**config.mk**
```make
export PLATFORM = sky130hd
export DESIGN_NAME = cels_top
export DESIGN_NICKNAME = d
export VERILOG_FILES = /design/src/verilog/cels_pkg.sv /design/src/verilog/cels_cnt_if.sv /design/src/verilog/cels_counter.sv /design/src/verilog/cels_bool.sv /design/src/verilog/cels_top.sv
export SDC_FILE = /design/constraint.sdc
export NUM_CORES = 1
export LEC_CHECK = 0
export BUFFER_PORTS_ARGS = -buffer_cell sky130_fd_sc_hd__buf_2
export CORE_MARGIN = 8
export CORE_UTILIZATION = 50
export DETAILED_ROUTE_END_ITERATION = 8
export PLACE_DENSITY = 0.75
export RECOVER_POWER = 100
export SLEW_MARGIN = 0
export SYNTH_ARGS = -nofsm -noshare
export SYNTH_HDL_FRONTEND = slang
export SYNTH_SLANG_ARGS = --single-unit
```
**constraint.sdc**
```tcl
create_clock -name clock -period 6 [get_ports clock]
set_input_delay 0.9 -clock clock [delete_from_list [all_inputs] [get_ports clock]]
set_output_delay 0.9 -clock clock [all_outputs]
set_load 0.03 [all_outputs]
```
**src/verilog/cels_pkg.sv**
```systemverilog
`default_nettype none
package cels_pkg;
  // ---------------------------------------------------------------
  // word and counter layout
  // ---------------------------------------------------------------
  localparam int unsigned CW    = 16;
  localparam int unsigned NCNT  = 3;
  localparam int unsigned C_UP  = 0;
  localparam int unsigned C_DN  = 1;
  localparam int unsigned C_UD  = 2;
  typedef logic [CW-1:0] cels_word_t;
  localparam cels_word_t  CV_ZERO = 16'h0000;
  localparam cels_word_t  CV_ONE  = 16'h0001;
  localparam cels_word_t  CV_MAX  = 16'hFFFF;
  // counter control vector {ld, clr, dn, up}
  localparam int unsigned CB_UP  = 0;
  localparam int unsigned CB_DN  = 1;
  localparam int unsigned CB_CLR = 2;
  localparam int unsigned CB_LD  = 3;
  localparam int unsigned CB_W   = 4;
  // ---------------------------------------------------------------
  // register fields
  // ---------------------------------------------------------------
  localparam int unsigned CT_RUN    = 0;
  localparam int unsigned CT_STEP   = 1;
  localparam int unsigned CT_W      = 2;
  localparam int unsigned IN_UP_CU  = 0;
  localparam int unsigned IN_UP_CLR = 1;
  localparam int unsigned IN_DN_CD  = 2;
  localparam int unsigned IN_DN_LD  = 3;
  localparam int unsigned IN_UD_CU  = 4;
  localparam int unsigned IN_UD_CD  = 5;
  localparam int unsigned IN_UD_CLR = 6;
  localparam int unsigned IN_UD_LD  = 7;
  localparam int unsigned IN_RISE   = 8;
  localparam int unsigned IN_FALL   = 9;
  localparam int unsigned IN_SET    = 10;
  localparam int unsigned IN_RST    = 11;
  localparam int unsigned IN_W      = 12;
  localparam int unsigned ST_W      = 7;
  // ---------------------------------------------------------------
  // bus and address map
  // ---------------------------------------------------------------
  localparam int unsigned AW     = 8;
  localparam int unsigned AL     = 2;
  localparam int unsigned DW     = 32;
  localparam int unsigned SW     = 4;
  localparam int unsigned BYTE_W = 8;
  localparam logic [AW-1:0] A_CTRL = 8'h00;
  localparam logic [AW-1:0] A_IN   = 8'h04;
  localparam logic [AW-1:0] A_PUP  = 8'h08;
  localparam logic [AW-1:0] A_PDN  = 8'h0C;
  localparam logic [AW-1:0] A_PUD  = 8'h10;
  localparam logic [AW-1:0] A_CUP  = 8'h14;
  localparam logic [AW-1:0] A_CDN  = 8'h18;
  localparam logic [AW-1:0] A_CUD  = 8'h1C;
  localparam logic [AW-1:0] A_ST   = 8'h20;
  localparam logic [1:0] RESP_OKAY   = 2'h0;
  localparam logic [1:0] RESP_SLVERR = 2'h2;
  typedef enum logic [3:0] {
    RG_CTRL, RG_IN, RG_PUP, RG_PDN, RG_PUD, RG_CUP, RG_CDN, RG_CUD, RG_ST, RG_NONE
  } cels_reg_t;
  localparam cels_reg_t PRE_ID [NCNT] = '{RG_PUP, RG_PDN, RG_PUD};

  function automatic cels_reg_t cels_dec(input logic [AW-1:0] a);
    cels_reg_t r;
    r = RG_NONE;
    case (a[AW-1:AL])
      A_CTRL[AW-1:AL]: r = RG_CTRL;
      A_IN[AW-1:AL]:   r = RG_IN;
      A_PUP[AW-1:AL]:  r = RG_PUP;
      A_PDN[AW-1:AL]:  r = RG_PDN;
      A_PUD[AW-1:AL]:  r = RG_PUD;
      A_CUP[AW-1:AL]:  r = RG_CUP;
      A_CDN[AW-1:AL]:  r = RG_CDN;
      A_CUD[AW-1:AL]:  r = RG_CUD;
      A_ST[AW-1:AL]:   r = RG_ST;
      default:         r = RG_NONE;
    endcase
    return r;
  endfunction : cels_dec

  // counts stick at their limits instead of wrapping
  function automatic cels_word_t cels_inc(input cels_word_t v);
    return (v == CV_MAX) ? v : v + CV_ONE;
  endfunction : cels_inc

  function automatic cels_word_t cels_dec_cnt(input cels_word_t v);
    return (v == CV_ZERO) ? v : v - CV_ONE;
  endfunction : cels_dec_cnt
endpackage : cels_pkg
`default_nettype wire

```
**src/verilog/cels_cnt_if.sv**
```systemverilog
`default_nettype none
interface cels_cnt_if;
  import cels_pkg::*;
  logic       eval;
  logic       up_lvl;
  logic       dn_lvl;
  logic       clr;
  logic       ld;
  cels_word_t preset;
  cels_word_t cv;
  logic       ge;
  logic       zero;
  modport ctl (output eval, up_lvl, dn_lvl, clr, ld, preset, input cv, ge, zero);
  modport cnt (input eval, up_lvl, dn_lvl, clr, ld, preset, output cv, ge, zero);
endinterface : cels_cnt_if
`default_nettype wire

```
**src/verilog/cels_counter.sv**
```systemverilog
`default_nettype none
module cels_counter
  import cels_pkg::*;
(
  // clock and reset
  input wire logic clock,
  input wire logic rst_n,
  // control side
  cels_cnt_if.cnt  cif
);
  logic       up_prev_r;
  logic       dn_prev_r;
  logic       up_edge;
  logic       dn_edge;
  cels_word_t cv_r;
  cels_word_t cv_nxt;
  logic       ge_r;
  logic       zero_r;

  assign up_edge = cif.eval & cif.up_lvl & ~up_prev_r;
  assign dn_edge = cif.eval & cif.dn_lvl & ~dn_prev_r;
  // both edges in one scan cancel out
  assign cv_nxt = !cif.eval ? cv_r :
                  cif.clr ? CV_ZERO :
                  cif.ld ? cif.preset :
                  (up_edge & ~dn_edge) ? cels_inc(cv_r) :
                  (dn_edge & ~up_edge) ? cels_dec_cnt(cv_r) :
                  cv_r;

  always_ff @(posedge clock) begin
    if (!rst_n) begin
      up_prev_r <= 1'b0;
      dn_prev_r <= 1'b0;
      cv_r      <= CV_ZERO;
      ge_r      <= 1'b1;
      zero_r    <= 1'b1;
    end else begin
      if (cif.eval) begin
        up_prev_r <= cif.up_lvl;
        dn_prev_r <= cif.dn_lvl;
      end
      cv_r   <= cv_nxt;
      ge_r   <= (cv_nxt >= cif.preset);
      zero_r <= (cv_nxt == CV_ZERO);
    end
  end

  assign cif.cv   = cv_r;
  assign cif.ge   = ge_r;
  assign cif.zero = zero_r;
endmodule : cels_counter
`default_nettype wire

```
**src/verilog/cels_bool.sv**
```systemverilog
`default_nettype none
module cels_bool
  import cels_pkg::*;
(
  // clock and reset
  input  wire logic clock,
  input  wire logic rst_n,
  // scan inputs
  input  wire logic eval,
  input  wire logic rise_in,
  input  wire logic fall_in,
  input  wire logic set_in,
  input  wire logic rst_in,
  // results
  output logic      rise_q,
  output logic      fall_q,
  output logic      latch_q
);
  logic rise_prev_r;
  logic fall_prev_r;

  always_ff @(posedge clock) begin
    if (!rst_n) begin
      rise_prev_r <= 1'b0;
      fall_prev_r <= 1'b0;
      rise_q      <= 1'b0;
      fall_q      <= 1'b0;
      latch_q     <= 1'b0;
    end else if (eval) begin
      rise_prev_r <= rise_in;
      fall_prev_r <= fall_in;
      rise_q      <= rise_in & ~rise_prev_r;
      fall_q      <= ~fall_in & fall_prev_r;
      latch_q     <= set_in | (latch_q & ~rst_in);
    end
  end
endmodule : cels_bool
`default_nettype wire

```
**src/verilog/cels_top.sv**
```systemverilog
`default_nettype none
module cels_top
  import cels_pkg::*;
(
  // clock and reset
  input  wire logic          clock,
  input  wire logic          rst_n,
  // write address
  input  wire logic [AW-1:0] s_axi_awaddr,
  input  wire logic          s_axi_awvalid,
  output logic               s_axi_awready,
  // write data
  input  wire logic [DW-1:0] s_axi_wdata,
  input  wire logic [SW-1:0] s_axi_wstrb,
  input  wire logic          s_axi_wvalid,
  output logic               s_axi_wready,
  // write response
  output logic [1:0]         s_axi_bresp,
  output logic               s_axi_bvalid,
  input  wire logic          s_axi_bready,
  // read address
  input  wire logic [AW-1:0] s_axi_araddr,
  input  wire logic          s_axi_arvalid,
  output logic               s_axi_arready,
  // read data
  output logic [DW-1:0]      s_axi_rdata,
  output logic [1:0]         s_axi_rresp,
  output logic               s_axi_rvalid,
  input  wire logic          s_axi_rready,
  // primitive results
  output logic               up_done,
  output logic               dn_done,
  output logic               ud_upper,
  output logic               ud_zero,
  output logic               rise_pulse,
  output logic               fall_pulse,
  output logic               latch_out,
  output cels_word_t         up_count,
  output cels_word_t         dn_count,
  output cels_word_t         ud_count
);
  // ---------------------------------------------------------------
  // write channel capture
  // ---------------------------------------------------------------
  logic            aw_got_r;
  logic [AW-1:0]   aw_addr_r;
  logic            w_got_r;
  logic [DW-1:0]   w_data_r;
  logic [SW-1:0]   w_strb_r;
  logic            bvalid_r;
  logic [1:0]      bresp_r;
  logic            aw_hs;
  logic            w_hs;
  logic            wr_fire;
  cels_reg_t       wr_reg;
  logic [DW-1:0]   wmask;

  assign s_axi_awready = ~aw_got_r & ~bvalid_r;
  assign s_axi_wready  = ~w_got_r & ~bvalid_r;
  assign aw_hs         = s_axi_awvalid & s_axi_awready;
  assign w_hs          = s_axi_wvalid & s_axi_wready;
  assign wr_fire       = aw_got_r & w_got_r & ~bvalid_r;
  assign wr_reg        = cels_dec(aw_addr_r);
  assign s_axi_bvalid  = bvalid_r;
  assign s_axi_bresp   = bresp_r;

  for (genvar b = 0; b < SW; b++) begin : g_mask
    assign wmask[b*BYTE_W +: BYTE_W] = {BYTE_W{w_strb_r[b]}};
  end

  function automatic logic [DW-1:0] wmerge(input logic [DW-1:0] old,
                                           input logic [DW-1:0] d,
                                           input logic [DW-1:0] m);
    return (old & ~m) | (d & m);
  endfunction : wmerge

  always_ff @(posedge clock) begin
    if (!rst_n) begin
      aw_got_r  <= 1'b0;
      aw_addr_r <= A_CTRL;
      w_got_r   <= 1'b0;
      w_data_r  <= 32'h0000_0000;
      w_strb_r  <= 4'h0;
      bvalid_r  <= 1'b0;
      bresp_r   <= RESP_OKAY;
    end else begin
      if (aw_hs) begin
        aw_got_r  <= 1'b1;
        aw_addr_r <= s_axi_awaddr;
      end
      if (w_hs) begin
        w_got_r  <= 1'b1;
        w_data_r <= s_axi_wdata;
        w_strb_r <= s_axi_wstrb;
      end
      if (wr_fire) begin
        aw_got_r <= 1'b0;
        w_got_r  <= 1'b0;
        bvalid_r <= 1'b1;
        bresp_r  <= (wr_reg == RG_NONE) ? RESP_SLVERR : RESP_OKAY;
      end else if (bvalid_r && s_axi_bready) begin
        bvalid_r <= 1'b0;
      end
    end
  end

  // ---------------------------------------------------------------
  // control, inputs and presets
  // ---------------------------------------------------------------
  logic            run_r;
  logic            step_r;
  logic            eval;
  logic [IN_W-1:0] in_r;
  cels_word_t      pre_r [NCNT];
  logic [DW-1:0]   ctrl_wr;
  logic [DW-1:0]   in_wr;
  logic [DW-1:0]   pre_wr [NCNT];

  assign ctrl_wr = wmerge({{(DW-1){1'b0}}, run_r}, w_data_r, wmask);
  assign in_wr   = wmerge({{(DW-IN_W){1'b0}}, in_r}, w_data_r, wmask);
  // one scan per cycle while running, or one scan per step write
  assign eval    = run_r | step_r;

  always_ff @(posedge clock) begin
    if (!rst_n) begin
      run_r  <= 1'b0;
      step_r <= 1'b0;
      in_r   <= '0;
    end else begin
      step_r <= wr_fire && (wr_reg == RG_CTRL) && ctrl_wr[CT_STEP];
      if (wr_fire && (wr_reg == RG_CTRL)) begin
        run_r <= ctrl_wr[CT_RUN];
      end
      if (wr_fire && (wr_reg == RG_IN)) begin
        in_r <= in_wr[IN_W-1:0];
      end
    end
  end

  for (genvar i = 0; i < NCNT; i++) begin : g_pre
    assign pre_wr[i] = wmerge({{(DW-CW){1'b0}}, pre_r[i]}, w_data_r, wmask);
    always_ff @(posedge clock) begin
      if (!rst_n) begin
        pre_r[i] <= CV_ZERO;
      end else if (wr_fire && (wr_reg == PRE_ID[i])) begin
        pre_r[i] <= pre_wr[i][CW-1:0];
      end
    end
  end

  // ---------------------------------------------------------------
  // primitives
  // ---------------------------------------------------------------
  cels_cnt_if      cif [NCNT] ();
  logic [CB_W-1:0] cin [NCNT];

  // absent controls tie low: the up counter has no load, the down no clear
  assign cin[C_UP] = {1'b0, in_r[IN_UP_CLR], 1'b0, in_r[IN_UP_CU]};
  assign cin[C_DN] = {in_r[IN_DN_LD], 1'b0, in_r[IN_DN_CD], 1'b0};
  assign cin[C_UD] = {in_r[IN_UD_LD], in_r[IN_UD_CLR], in_r[IN_UD_CD], in_r[IN_UD_CU]};

  for (genvar i = 0; i < NCNT; i++) begin : g_cnt
    assign cif[i].eval   = eval;
    assign cif[i].up_lvl = cin[i][CB_UP];
    assign cif[i].dn_lvl = cin[i][CB_DN];
    assign cif[i].clr    = cin[i][CB_CLR];
    assign cif[i].ld     = cin[i][CB_LD];
    assign cif[i].preset = pre_r[i];
    cels_counter u_cnt (
      .clock (clock),
      .rst_n (rst_n),
      .cif   (cif[i])
    );
  end

  cels_bool u_bool (
    .clock   (clock),
    .rst_n   (rst_n),
    .eval    (eval),
    .rise_in (in_r[IN_RISE]),
    .fall_in (in_r[IN_FALL]),
    .set_in  (in_r[IN_SET]),
    .rst_in  (in_r[IN_RST]),
    .rise_q  (rise_pulse),
    .fall_q  (fall_pulse),
    .latch_q (latch_out)
  );

  assign up_count = cif[C_UP].cv;
  assign dn_count = cif[C_DN].cv;
  assign ud_count = cif[C_UD].cv;
  assign up_done  = cif[C_UP].ge;
  assign dn_done  = cif[C_DN].zero;
  assign ud_upper = cif[C_UD].ge;
  assign ud_zero  = cif[C_UD].zero;

  // ---------------------------------------------------------------
  // read channel
  // ---------------------------------------------------------------
  cels_reg_t       rd_reg;
  logic [DW-1:0]   rd_word;
  logic [ST_W-1:0] status;
  logic            rvalid_r;
  logic [DW-1:0]   rdata_r;
  logic [1:0]      rresp_r;

  assign rd_reg  = cels_dec(s_axi_araddr);
  assign status  = {latch_out, fall_pulse, rise_pulse, ud_zero, ud_upper, dn_done, up_done};
  // the step bit always reads back as zero
  assign rd_word = (rd_reg == RG_CTRL) ? {{(DW-1){1'b0}}, run_r} :
                   (rd_reg == RG_IN)   ? {{(DW-IN_W){1'b0}}, in_r} :
                   (rd_reg == RG_PUP)  ? {{(DW-CW){1'b0}}, pre_r[C_UP]} :
                   (rd_reg == RG_PDN)  ? {{(DW-CW){1'b0}}, pre_r[C_DN]} :
                   (rd_reg == RG_PUD)  ? {{(DW-CW){1'b0}}, pre_r[C_UD]} :
                   (rd_reg == RG_CUP)  ? {{(DW-CW){1'b0}}, up_count} :
                   (rd_reg == RG_CDN)  ? {{(DW-CW){1'b0}}, dn_count} :
                   (rd_reg == RG_CUD)  ? {{(DW-CW){1'b0}}, ud_count} :
                   (rd_reg == RG_ST)   ? {{(DW-ST_W){1'b0}}, status} :
                   32'h0000_0000;

  assign s_axi_arready = ~rvalid_r;
  assign s_axi_rvalid  = rvalid_r;
  assign s_axi_rdata   = rdata_r;
  assign s_axi_rresp   = rresp_r;

  always_ff @(posedge clock) begin
    if (!rst_n) begin
      rvalid_r <= 1'b0;
      rdata_r  <= 32'h0000_0000;
      rresp_r  <= RESP_OKAY;
    end else if (s_axi_arvalid && !rvalid_r) begin
      rvalid_r <= 1'b1;
      rdata_r  <= rd_word;
      rresp_r  <= (rd_reg == RG_NONE) ? RESP_SLVERR : RESP_OKAY;
    end else if (rvalid_r && s_axi_rready) begin
      rvalid_r <= 1'b0;
    end
  end

  // ---------------------------------------------------------------
  // checks
  // ---------------------------------------------------------------
  logic [IN_W-1:0] seen_r;
  logic [IN_W-1:0] redg;
  logic [IN_W-1:0] fedg;
  cels_word_t      pre_up;
  cels_word_t      pre_dn;
  cels_word_t      pre_ud;

  always_ff @(posedge clock) begin
    if (!rst_n) begin
      seen_r <= '0;
    end else if (eval) begin
      seen_r <= in_r;
    end
  end
  assign redg   = in_r & ~seen_r;
  assign fedg   = seen_r & ~in_r;
  assign pre_up = pre_r[C_UP];
  assign pre_dn = pre_r[C_DN];
  assign pre_ud = pre_r[C_UD];
endmodule : cels_top
`default_nettype wire

```
# --- Word level (Yosys, flattened, before mapping) ---
# Memories as Yosys holds them, arrays and structs flattened. A register that Yosys moved wholly into a read port is not among the register bits.
# Cells that the tools add are included.
totals:
  output_inout_bits: 96
  ramBits: 48
  ff_bits: 141
  memories: 3
  in_bits: 59
  romBits: 128
  elab_cells: 172
op_classes:
  bitwise: 50
  order_cmp: 2
  muxes: 47
  add_sub_neg: 4
  n_eq_ne: 16
  n_reduce_logical: 21
mem_list:
  columns: ["name", "words", "word_bits", "read_ports", "rd_clocked_by_memory_dff", "wr", "line", "source"]
  rows:
  - ["(no name shown)", 16, 4, 1, 0, 0, "cels_pkg.sv:68", "case (a[AW-1:AL])"]
  - ["(no name shown)", 16, 4, 1, 1, 0, "cels_pkg.sv:68", null]
  - ["pre_r", 3, 16, 3, 0, 3, "cels_top.sv:114", "cels_word_t pre_r [NCNT];"]
ops:
  columns: ["cell", "n"]
  rows:
  - ["16-bit 2-to-1 mux", 26]
  - ["16-bit bitwise AND", 4]
  - ["16-bit logical NOT", 4]
  - ["16-bit OR", 3]
  - ["16-bit by 1-bit adder with 16-bit output (second input constant)", 2]
  - ["16-bit equality test (second input constant)", 2]
  - ["16-bit >= comparator", 2]
  - ["16-bit by 1-bit subtractor with 16-bit output (second input constant)", 2]
  - ["4-bit by 3-bit equality test with 1-bit output (second input constant)", 5]
  - ["1-bit bitwise AND", 19]
  - ["4-bit by 2-bit equality test with 1-bit output (second input constant)", 4]
  - ["4-bit 2-to-1 mux", 4]
  - ["16-bit NOT", 1]
  - ["1-bit 2-to-1 mux", 14]
  - ["1-bit NOT", 14]
  - ["12-bit bitwise AND", 1]
  - ["4-bit equality test (second input constant)", 3]
  - ["12-bit OR", 1]
  - ["1-bit logical AND", 9]
  - ["4-bit by 1-bit equality test with 1-bit output (second input constant)", 2]
  - ["4-bit logical NOT", 2]
  - ["7-bit 2-to-1 mux", 1]
  - ["1-bit OR", 5]
  - ["2-bit logical NOT", 2]
  - ["other kinds (6)", 8]

# --- Depth between registers and ports, before layout ---
# Gate-level depths: netlist of run 1.
logic_depth:
  word_depth: 12
  depth_mapped: 17
  ltp_nobuf: 17

# --- Hierarchy ---
# A second synthesis of run 1 with hierarchy kept.
unflattened:
  hier_cells: 1530
  area_unflattened_um2: 12574.6
by_module_without_submodules:
  columns: ["mod", "n_inst", "cells_per_inst", "area_per_inst_um2", "seq_area_each_um2"]
  rows:
  - ["cels_top", 1, 597, 5619.1, 2722.6]
  - ["cels_counter (g_cnt[0].u_cnt ...)", 2, 308, 2249.7, 400.4]
  - ["cels_counter (g_cnt[2].u_cnt)", 1, 298, 2253.4, 400.4]
  - ["cels_bool", 1, 19, 202.7, 100.1]

# --- Worst setup path before layout of run 1 ---
# Ideal clock, no wire load.
synth_path:
  kind: "reg2reg"
  from: "reg g_cnt[2].u_cnt.cv_r[1]"
  to: "reg g_cnt[2].u_cnt.ge_r"
  period_less_slack_ns: 3.753
  setup_time_ns: 0.116
  path_buffers: 0
  required_time_ns: 5.884
  slack_ns: 2.247
  t_arrival_ns: 3.637
  stages_incl_launch_ff: 18
  path_cell_list: "dfxtp_1 -> inv_1 -> ha_1 -> or4b_1 -> nor4_4 -> nand2b_1 -> a211oi_1 -> a221o_1 -> inv_1 -> ha_1 -> nand2b_1 -> a21o_1 -> a21o_1 -> a21o_1 -> a21o_1 -> a211oi_1 -> o21bai_1 -> a31o_2"
synth_via:
  elab_chain_cells: 8
  word_cells_on_any_way: 12
  classes_between: "add/sub (2); order compare (1); eq/ne (1); mux (7); reduce/logical (1)"
synth_rtl:
  columns: ["item", "line", "source"]
  rows:
  - ["start: declaration", "cels_counter.sv:15", "cels_word_t cv_r;"]
  - ["start signal: assignment", "cels_counter.sv:42", "cv_r <= cv_nxt;"]
  - ["16-bit by 1-bit subtractor with 16-bit output / 16-bit logical NOT (equally long branches)", "cels_pkg.sv:89", "return (v == CV_ZERO) ? v : v - CV_ONE;"]
  - ["16-bit 2-to-1 mux", "cels_pkg.sv:89", null]
  - ["16-bit 2-to-1 mux", "cels_counter.sv:27", "(dn_edge & ~up_edge) ? cels_dec_cnt(cv_r) :"]
  - ["16-bit 2-to-1 mux", "cels_counter.sv:26", "(up_edge & ~dn_edge) ? cels_inc(cv_r) :"]
  - ["16-bit 2-to-1 mux", "cels_counter.sv:25", "cif.ld ? cif.preset :"]
  - ["16-bit 2-to-1 mux", "cels_counter.sv:24", "cif.clr ? CV_ZERO :"]
  - ["16-bit 2-to-1 mux *", "cels_counter.sv:23", "assign cv_nxt = !cif.eval ? cv_r :"]
  - ["16-bit >= comparator *", "cels_counter.sv:43", "ge_r <= (cv_nxt >= cif.preset);"]
  - ["end signal: assignment", "cels_counter.sv:43", null]
  - ["end: declaration", "cels_counter.sv:17", "logic ge_r;"]
# Every way passes the cells marked *; elsewhere a longest branch is shown, timed or not.
# A chain may end at the register's enable or synchronous reset.

==> results.toml, run 1 <==
[flow_run]
drv_cap = 1

[global_routing]
grt_max_degree = 62
grt_pass1_vias = 9032
grt_usage_pct = 27.1
grt_overflow = 0
grt_pass1_wl_um = 51700
antenna_found_initial = 0

[yosys]
synth_xor_area_share_pct = 2.34
synth.most_common_cell = "nand2_1"
syn_area_per_cell_um2 = 8.28
synth_top_family_by_area = "simple AND/OR/NAND/NOR gates"
synth_simple_gate_area_share_pct = 25.0
async_reset_ff_share_pct = 0
netlist_top_cells_area = "dfxtp_1, edfxtp_1, nand2_1, a21oi_1, ha_1"
syn_inst = 1222
syn_area_um2 = 10100
synth.top_cell.area_share_pct = 24.7
synth_seq_area_share_pct = 39.0
synth_cell_types = 74
synth_compound_area_share_pct = 20.1
yosys-top-cells-count = "nand2_1, dfxtp_1, nor2_1"
yosysTopAreaCell = "dfxtp_1"
yosys_warnings = 0
synth_edf_count = 48
synth_seq_cells = 173
synth_top_flop_cell = "dfxtp_1"
synth_fa_ha_area_share_pct = 4.58
synthMuxAreaShare_pct = 3.09

[sta]
skew_ps = 14.5
finalSetupTns_ps = 0
slew-limit-headroom_pct = -59.5
layout_min_cycle_time_ps = 4790
hold_viol = 0
fin_crit_sh_pct = 79.8
rsz0062_at_grt = "no"
worst_slew_pin_slew_ps = 2390
slew_viol_final = 58
whs_ps = 454
fmax_ghz = 0.209
finalSetupViolations = 0

[routing]
vias = 9797
antenna_left = 0
wl_per_cell_um = 21.8
detail_route.iter0.violations = 1122
dr.pass1.iters = 9
via_per_inst = 6.22
drcViolationCount = 0
routed_wl_um = 34400

[floorplan]
io_pins = 155
coreArea_um2 = 20000
rows = 52
initial_core_util_pct = 50.5
dieArea_um2 = 25000
die_x_um = 158
die_y_um = 158

[critical_path]
required_ps = 6360
crit-reg2reg-capture = "g_cnt[2].u_cnt.cif.ge$_SDFF_PN1_"
worstPathMaxFanout = 61
path_class = "primary input to flop"
cp-start-kind = "primary input"
worstSetupEndpointType = "flop"
reg2reg_slack_ps = 1540
startpoint = "rst_n"
r2r_cells = 11
arrival_ps = 5140

[final_layout]
area_growth_pct = 10.4
fin_area_um2 = 11200
final_layout_size_suffix_gt1_share_pct = 6.44
antenna_cells = 0
final_nets = 1388

[placed_design]
dpl.hpwl_um = 25100
routabilityCongestion = 0.997
dpl_cell_area_um2 = 10700
port_buffers = 114

[clock_network]
clock-sinks = 173
insertion_delay_ps = 450
cts-htree-levels = 4
root_buffer = "clkbuf_16"
postCtsHoldBufs = 0
cts_buffer_depth = 2
clk_pin_slew_ps = 70
post_cts_buffers = 0
cts_tree = "built"
ctsResizeCount = 0
cts_made_buffers = 17

[min_path]
hp-class = "flop to flop"
whs_endpoint = "s_axi_rdata[9]$_SDFFE_PN0P_"
min_from = "s_axi_rdata[9]$_SDFFE_PN0P_"
whs_path_depth = 2

[outcome]
status = "finished, violations left"
violations = "capacitance limit, slew limit"

[pwr]
leakage_nw = 4.26
peakVddDrop_uv = 214
power.density_nw_per_um2 = 231
## final cells by class
cell class	count	area (um2)
clock buffers	19	443
clock inverters	13	125
fillers	1939	8870
inverters	49	184
multi-input cells	928	5610
flip-flops and latches	173	3940
well taps	270	338
repair buffers	123	527
## worst max-delay path by stage
stage	to	cells past startpoint
finish	s_axi_rdata[3]$_SDFFE_PN0P_	6
global route	s_axi_rdata[3]$_SDFFE_PN0P_	6
CTS	g_cnt[2].u_cnt.cif.ge$_SDFF_PN1_	15
detailed placement	g_cnt[2].u_cnt.cif.ge$_SDFF_PN1_	15
global placement	g_cnt[2].u_cnt.cif.ge$_SDFF_PN1_	15
floorplan	g_cnt[2].u_cnt.cif.ge$_SDFF_PN1_	17
## state kept, by name, summed over array words and instances (netlist names), 2 cells and up, named ones only
name / cells
pre_r: 48
g_cnt.u_cnt.dn_prev_r: 2
g_cnt.u_cnt.cif.ge: 2
g_cnt.u_cnt.cif.zero: 2
w_strb_r: 2
g_cnt.u_cnt.up_prev_r: 2
g_cnt.u_cnt.cif.cv: 48
s_axi_rdata: 16
w_data_r: 16
aw_addr_r: 6
## stage by stage
step / power (W) / cells / setup slack, ps / utilization, %
2_1_floorplan: 0.00146 / 1239 / 2250 / -
3_3_place_gp: 0.00152 / 1543 / 1880 / 53.6
3_5_place_dp: 0.00152 / 1543 / 1890 / 53.6
4_1_cts: 0.00258 / 1575 / 1880 / 56.5
5_1_grt: 0.00265 / 1575 / 946 / 55.7
6_report: 0.00258 / 1575 / 1210 / 55.7
## routing by layer
metal	up-vias	global-route usage [%]	share of wire, %
met2	621	42.1	45
met5	-	0	0
met3	117	6.43	10
met1	4514	34.6	40
li1	4545	-	-
met4	0	13.8	4.8
## cells by family after synthesis
kind of cell,after synthesis
flip-flops,173
AO/OA/AOI/OAI,316
buffers and inverters,138
multiplexers,31
AND/OR/NAND/NOR,499
other,1
adder cells (fa/ha/maj),37
XOR/XNOR,27
## where the power goes
group / switching (W) / total (W) / leakage (nW) / internal, W
Combinational: 0.000154 / 0.000224 / 2.47 / 0.0000700
Sequential: 0.0000447 / 0.00128 / 1.51 / 0.00123
Clock: 0.000520 / 0.00108 / 0.277 / 0.000560
## cells in the final DEF (no fill, tap or decap), drive strengths merged, types with 13 or more instances in the layout
| cell type | n |
|---|---|
| nand2 | 136 |
| dfxtp | 125 |
| nor2 | 107 |
| clkbuf | 102 |
| a21oi | 101 |
| o21ai | 74 |
| inv | 57 |
| edfxtp | 48 |
| nor3 | 41 |
| buf | 40 |
| ha | 37 |
| nand2b | 35 |
| mux2i | 29 |
| and2 | 29 |
| nor4 | 26 |
| nor2b | 25 |
| nand3 | 22 |
| and3 | 22 |
| nand4 | 21 |
| a22oi | 20 |
| conb | 18 |
| xnor2 | 15 |
| a211oi | 15 |
| o22ai | 15 |
| a21o | 13 |
## critical path, stage by stage
cell	delay (ps)
clkbuf_1	1660
inv_1	1200
buf_4	620
nor2_1	410
a22oi_1	150
o21ai_0	110
Note: power is estimated with default switching activity, not from simulation.
==> run 2: changes to the inputs <==
==> constraint.sdc (replaced) <==
create_clock -name clock -period 5 [get_ports clock]
set_input_delay 0.75 -clock clock [delete_from_list [all_inputs] [get_ports clock]]
set_output_delay 0.75 -clock clock [all_outputs]
set_load 0.03 [all_outputs]
==> results.toml, run 2 (synthesis gave the netlist of run 1 again) <==
[floorplan]
dieArea_um2 = 25000
rows = 52
initial_core_util_pct = 50.5
coreArea_um2 = 20000
die_x_um = 158
die_y_um = 158
io_pins = 155

[critical_path]
required_ps = 5340
worstPathMaxFanout = 15
path_class = "flop to flop"
arrival_ps = 4810
cp-start-kind = "flop"
worstSetupEndpointType = "flop"

[placed_design]
port_buffers = 114
placedCellCount = 1549
dpl_cell_area_um2 = 10800
routabilityCongestion = 0.996
dpl.hpwl_um = 25200

[global_routing]
antenna_found_initial = 0
grt_max_degree = 58
grt_pass1_vias = 9337
grt_usage_pct = 27.4
grt_overflow = 0
grt_pass1_wl_um = 52700

[pwr]
p_int_w = 0.00226
peakVddDrop_uv = 277
leakage_nw = 4.30
p_sw_w = 0.000886
seqPwrFrac_pct = 48.7
power.density_nw_per_um2 = 279
switching_share_pct = 28.2
clkPwrFrac_pct = 42.7
combPwrFrac_pct = 8.6

[outcome]
violations = "capacitance limit, slew limit"
status = "finished, violations left"

[clock_network]
cts_made_buffers = 17
root_buffer = "clkbuf_16"
cts_buffer_depth = 2
postCtsHoldBufs = 0
ctsResizeCount = 0
clk_pin_slew_ps = 70
cts-htree-levels = 4
insertion_delay_ps = 440
post_cts_buffers = 0
clock-sinks = 173
cts_tree = "built"

[sta]
fmax_ghz = 0.224
layout_min_cycle_time_ps = 4470
hold_viol = 0
slew_viol_final = 58
rsz0062_at_grt = "no"
slew-limit-headroom_pct = -65.1
finalSetupViolations = 0
skew_ps = 7.98
worst_slew_pin_slew_ps = 2480
finalSetupTns_ps = 0
fin_crit_sh_pct = 89.5

[final_layout]
stdcell_count = 1581
multi_input_area_um2 = 5630
area_growth_pct = 11.3
finish.utilization_pct = 56.2
final_nets = 1394
seqCellArea_um2 = 3940
fin_area_um2 = 11300
layout_commonest_cell = "nand2_1"
layout_common_cells = "nand2_1, dfxtp_1, nor2_1"
antenna_cells = 0
final_layout_size_suffix_gt1_share_pct = 7.32
fill_cells = 1935

[routing]
vias = 9879
detail_route.iter0.violations = 1206
antenna_left = 0
via_per_inst = 6.25
drcViolationCount = 0
dr.pass1.iters = 6
routed_wl_um = 34400
wl_per_cell_um = 21.7

[flow_run]
drv_cap = 1

[min_path]
hp-class = "flop to flop"
## run 2: changes by cell type in the layout (fill, tap and decap cells not counted), moves of 2 or more
cell      previous run  this run
buf_4                6        12
clkbuf_1            84        82
inv_6                6         4
inv_8                2         4
nor4_1              24        22
nor4_2               1         3
## run 2: power groups by stage
| stage | combinational (W) | clock [W] | sequential [W] |
|---|---|---|---|
| floorplan | 0.000200 | 0 | 0.00155 |
| global placement | 0.000267 | 0 | 0.00156 |
| detailed placement | 0.000270 | 0 | 0.00156 |
| CTS | 0.000272 | 0.00135 | 0.00153 |
| global route | 0.000298 | 0.00140 | 0.00154 |
| finish | 0.000271 | 0.00134 | 0.00153 |
## run 2: layout make-up
| cell class | count | area share (%) |
|---|---|---|
| clock buffer | 18 | 4.00 |
| multi-input combinational | 928 | 50.0 |
| tap | 270 | 3.00 |
| sequential | 173 | 35.0 |
| timing repair buffer | 129 | 5.09 |
| clock inverter | 14 | 1.30 |
| inverter | 49 | 1.63 |
## run 2: worst paths after layout
| kind | startpoint | to | slack (ps) | depth (start not counted) |
|---|---|---|---|---|
| worst max register to register | flop | g_cnt[2].u_cnt.cif.ge$_SDFF_PN1_ | 530 | 15 |
| worst max-delay path | flop | g_cnt[2].u_cnt.cif.ge$_SDFF_PN1_ | 530 | 15 |
| worst min register to register | s_axi_rdata[7]$_SDFFE_PN0P_ | s_axi_rdata[7]$_SDFFE_PN0P_ | 450 | 2 |
| worst min-delay path | s_axi_rdata[7]$_SDFFE_PN0P_ | s_axi_rdata[7]$_SDFFE_PN0P_ | 450 | 2 |
## run 2: critical path, stage by stage (launching register included)
cell and delay (ps):
dfxtp_1 350, nor2_1 980, clkbuf_1 550, nor3b_1 100, buf_4 230, a221o_1 400, inv_1 90, ha_1 210
nand2b_1 140, a21o_1 170, a21o_1 170, a21o_1 170, a21o_1 170, a211oi_1 250, o21bai_1 120, a31o_2 260
## run 2: through the flow
stage / setup WS [ps] / power (W) / hold slack [ps]
final: 526 / 0.00315 / 452
after global routing: 360 / 0.00324 / 467
after CTS: 934 / 0.00315 / 451
after detailed placement: 974 / 0.00183 / 441
after global placement: 980 / 0.00183 / 433
after floorplan: 1250 / 0.00175 / 427
## run 2: layer usage
| layer | vias to the layer above | global-route usage (%) | wire (um) |
|---|---|---|---|
| met5 | - | 0 | 0 |
| met4 | 0 | 11.9 | 1350 |
| met3 | 94 | 6.00 | 3540 |
| met2 | 600 | 44.3 | 15900 |
| met1 | 4638 | 34.6 | 13600 |
| li1 | 4547 | - | - |
==> run 3: changes to the inputs <==
--- a/config.mk
+++ b/config.mk
@@ -9,7 +9,7 @@
 export CORE_MARGIN = 8
 export CORE_UTILIZATION = 50
 export DETAILED_ROUTE_END_ITERATION = 8
-export PLACE_DENSITY = 0.75
+export PLACE_DENSITY = 0.77
 export RECOVER_POWER = 100
 export SLEW_MARGIN = 0
 export SYNTH_ARGS = -nofsm -noshare
==> constraint.sdc (replaced) <==
create_clock -name clock -period 4.1 [get_ports clock]
set_input_delay 0.615 -clock clock [delete_from_list [all_inputs] [get_ports clock]]
set_output_delay 0.615 -clock clock [all_outputs]
set_load 0.03 [all_outputs]
==> results.toml, run 3 (synthesis gave the netlist of run 1 again) <==
[sta]
layout_min_cycle_time_ps = 3840
finalSetupTns_ps = 0
slew-limit-headroom_pct = -0.885
skew_ps = 9.88
whs_ps = 354
hold_viol = 0
slew_viol_final = 35
fin_crit_sh_pct = 93.6
rsz0062_at_grt = "no"
finalSetupViolations = 0
worst_slew_pin_slew_ps = 1510
fmax_ghz = 0.261

[floorplan]
die_x_um = 158
io_pins = 155
coreArea_um2 = 20000
die_y_um = 158
initial_core_util_pct = 50.5
dieArea_um2 = 25000
rows = 52

[global_routing]
grt_pass1_vias = 9419
grt_overflow = 0
grt_usage_pct = 27.6
antenna_found_initial = 0
grt_pass1_wl_um = 53000
grt_max_degree = 54

[critical_path]
required_ps = 4430
r2r_cells = 17
reg2reg_slack_ps = 260
cp_slowest_cell = "or4b_1"
reg2reg_from = "g_cnt[2].u_cnt.cif.cv[0]$_SDFF_PN0_"
max_stage_delay_ps = 500
cp_common_cell = "a21o_1"
arrival_ps = 4170
crit-reg2reg-capture = "g_cnt[2].u_cnt.cif.ge$_SDFF_PN1_"
crit_chain = "inv_1, ha_1, or4b_1, nor4_4, nand2b_1, a211oi_1, a221o_1, inv_1, ha_1, nand2b_1, a21o_1, a21o_1, a21o_1, a21o_1, a211oi_1, o21bai_1, a31o_2"
worstPathMaxFanout = 4
worstSetupEndpointType = "flop"
cp-start-kind = "flop"
path_class = "flop to flop"

[min_path]
hp-class = "primary input to flop"
whs_endpoint = "s_axi_rvalid$_SDFFE_PN0P_"
whs_path_depth = 2
min_from = "s_axi_rready"

[placed_design]
routabilityCongestion = 1.02
port_buffers = 114
dpl.hpwl_um = 26400

[clock_network]
postCtsHoldBufs = 0
cts_tree = "built"
clk_pin_slew_ps = 70
insertion_delay_ps = 440
root_buffer = "clkbuf_16"
cts_made_buffers = 17
cts_buffer_depth = 2
clock-sinks = 173
ctsResizeCount = 0
cts-htree-levels = 4
post_cts_buffers = 0

[routing]
routed_wl_um = 34900
wl_per_cell_um = 21.6
drcViolationCount = 0
antenna_left = 0
vias = 10000
via_per_inst = 6.22
detail_route.iter0.violations = 1212
dr.pass1.iters = 6

[final_layout]
fill_cells = 1948
finish.utilization_pct = 57.1
area_growth_pct = 13.1
layout_commonest_cell = "nand2_1"
layout_common_cells = "nand2_1, dfxtp_1, nor2_1"
antenna_cells = 0
final_nets = 1427
final_layout_size_suffix_gt1_share_pct = 9.08

[outcome]
status = "finished, violations left"
violations = "capacitance limit, slew limit"

[pwr]
power.density_nw_per_um2 = 326
leakage_nw = 4.43
peakVddDrop_uv = 292

[flow_run]
drv_cap = 1
[run 3: metrics by stage]
| stage | power (W) | std cells | setup WS, ps | area [um2] |
|---|---|---|---|---|
| final | 0.00374 | 1614 | 263 | 11400 |
| after global routing | 0.00385 | 1614 | 47.3 | 11400 |
| after CTS | 0.00374 | 1614 | 293 | 11600 |
| after detailed placement | 0.00224 | 1582 | 319 | 11000 |
| after global placement | 0.00223 | 1582 | 369 | 11000 |
| after floorplan | 0.00214 | 1239 | 347 | 10200 |
[run 3: layout make-up]
cell class / count / area (um2) / share of cell area (%)
sequential: 173 / 3940 / 34.5
clock buffer: 19 / 433 / 3.78
multi-input combinational: 928 / 5640 / 49.3
clock inverter: 13 / 108 / 0.940
timing repair buffer: 162 / 800 / 6.99
tap: 270 / 338 / 2.95
inverter: 49 / 184 / 1.61
[run 3: how the worst max path moves through the flow]
stage,start,endpoint,depth (start not counted)
6_report,g_cnt[2].u_cnt.cif.cv[0]$_SDFF_PN0_,g_cnt[2].u_cnt.cif.ge$_SDFF_PN1_,17
5_1_grt,flop,g_cnt[0].u_cnt.cif.ge$_SDFF_PN1_,18
4_1_cts,g_cnt[2].u_cnt.cif.cv[0]$_SDFF_PN0_,g_cnt[2].u_cnt.cif.ge$_SDFF_PN1_,17
3_5_place_dp,g_cnt[2].u_cnt.cif.cv[0]$_SDFF_PN0_,g_cnt[2].u_cnt.cif.ge$_SDFF_PN1_,17
3_3_place_gp,g_cnt[2].u_cnt.cif.cv[12]$_SDFF_PN0_,g_cnt[2].u_cnt.cif.ge$_SDFF_PN1_,15
2_1_floorplan,g_cnt[2].u_cnt.cif.cv[1]$_SDFF_PN0_,g_cnt[2].u_cnt.cif.ge$_SDFF_PN1_,17
[run 3: where the power goes]
group	leakage [nW]	internal [W]	total [W]	switching [W]
clock	0.265	0.000790	0.00153	0.000738
combinational	2.66	0.000109	0.000345	0.000237
sequential	1.51	0.00180	0.00186	0.0000586
total	4.43	0.00270	0.00374	0.00103
[run 3: layer usage]
layer,GRT usage (%),vias to the layer above,wire length [um]
met1,35.5,4657,13700
met3,6.30,127,3650
met5,0,-,0
met2,43.1,643,15900
li1,-,4617,-
met4,13.0,0,1620
[run 3: worst max-delay path: cells and delay by family, from the launching register on]
kind | cells | cell delay, ps
flip-flops | 1 | 340
buffers and inverters | 2 | 200
AND/OR/NAND/NOR | 4 | 1090
AO/OA/AOI/OAI | 9 | 1700
adder cells (fa/ha/maj) | 2 | 410
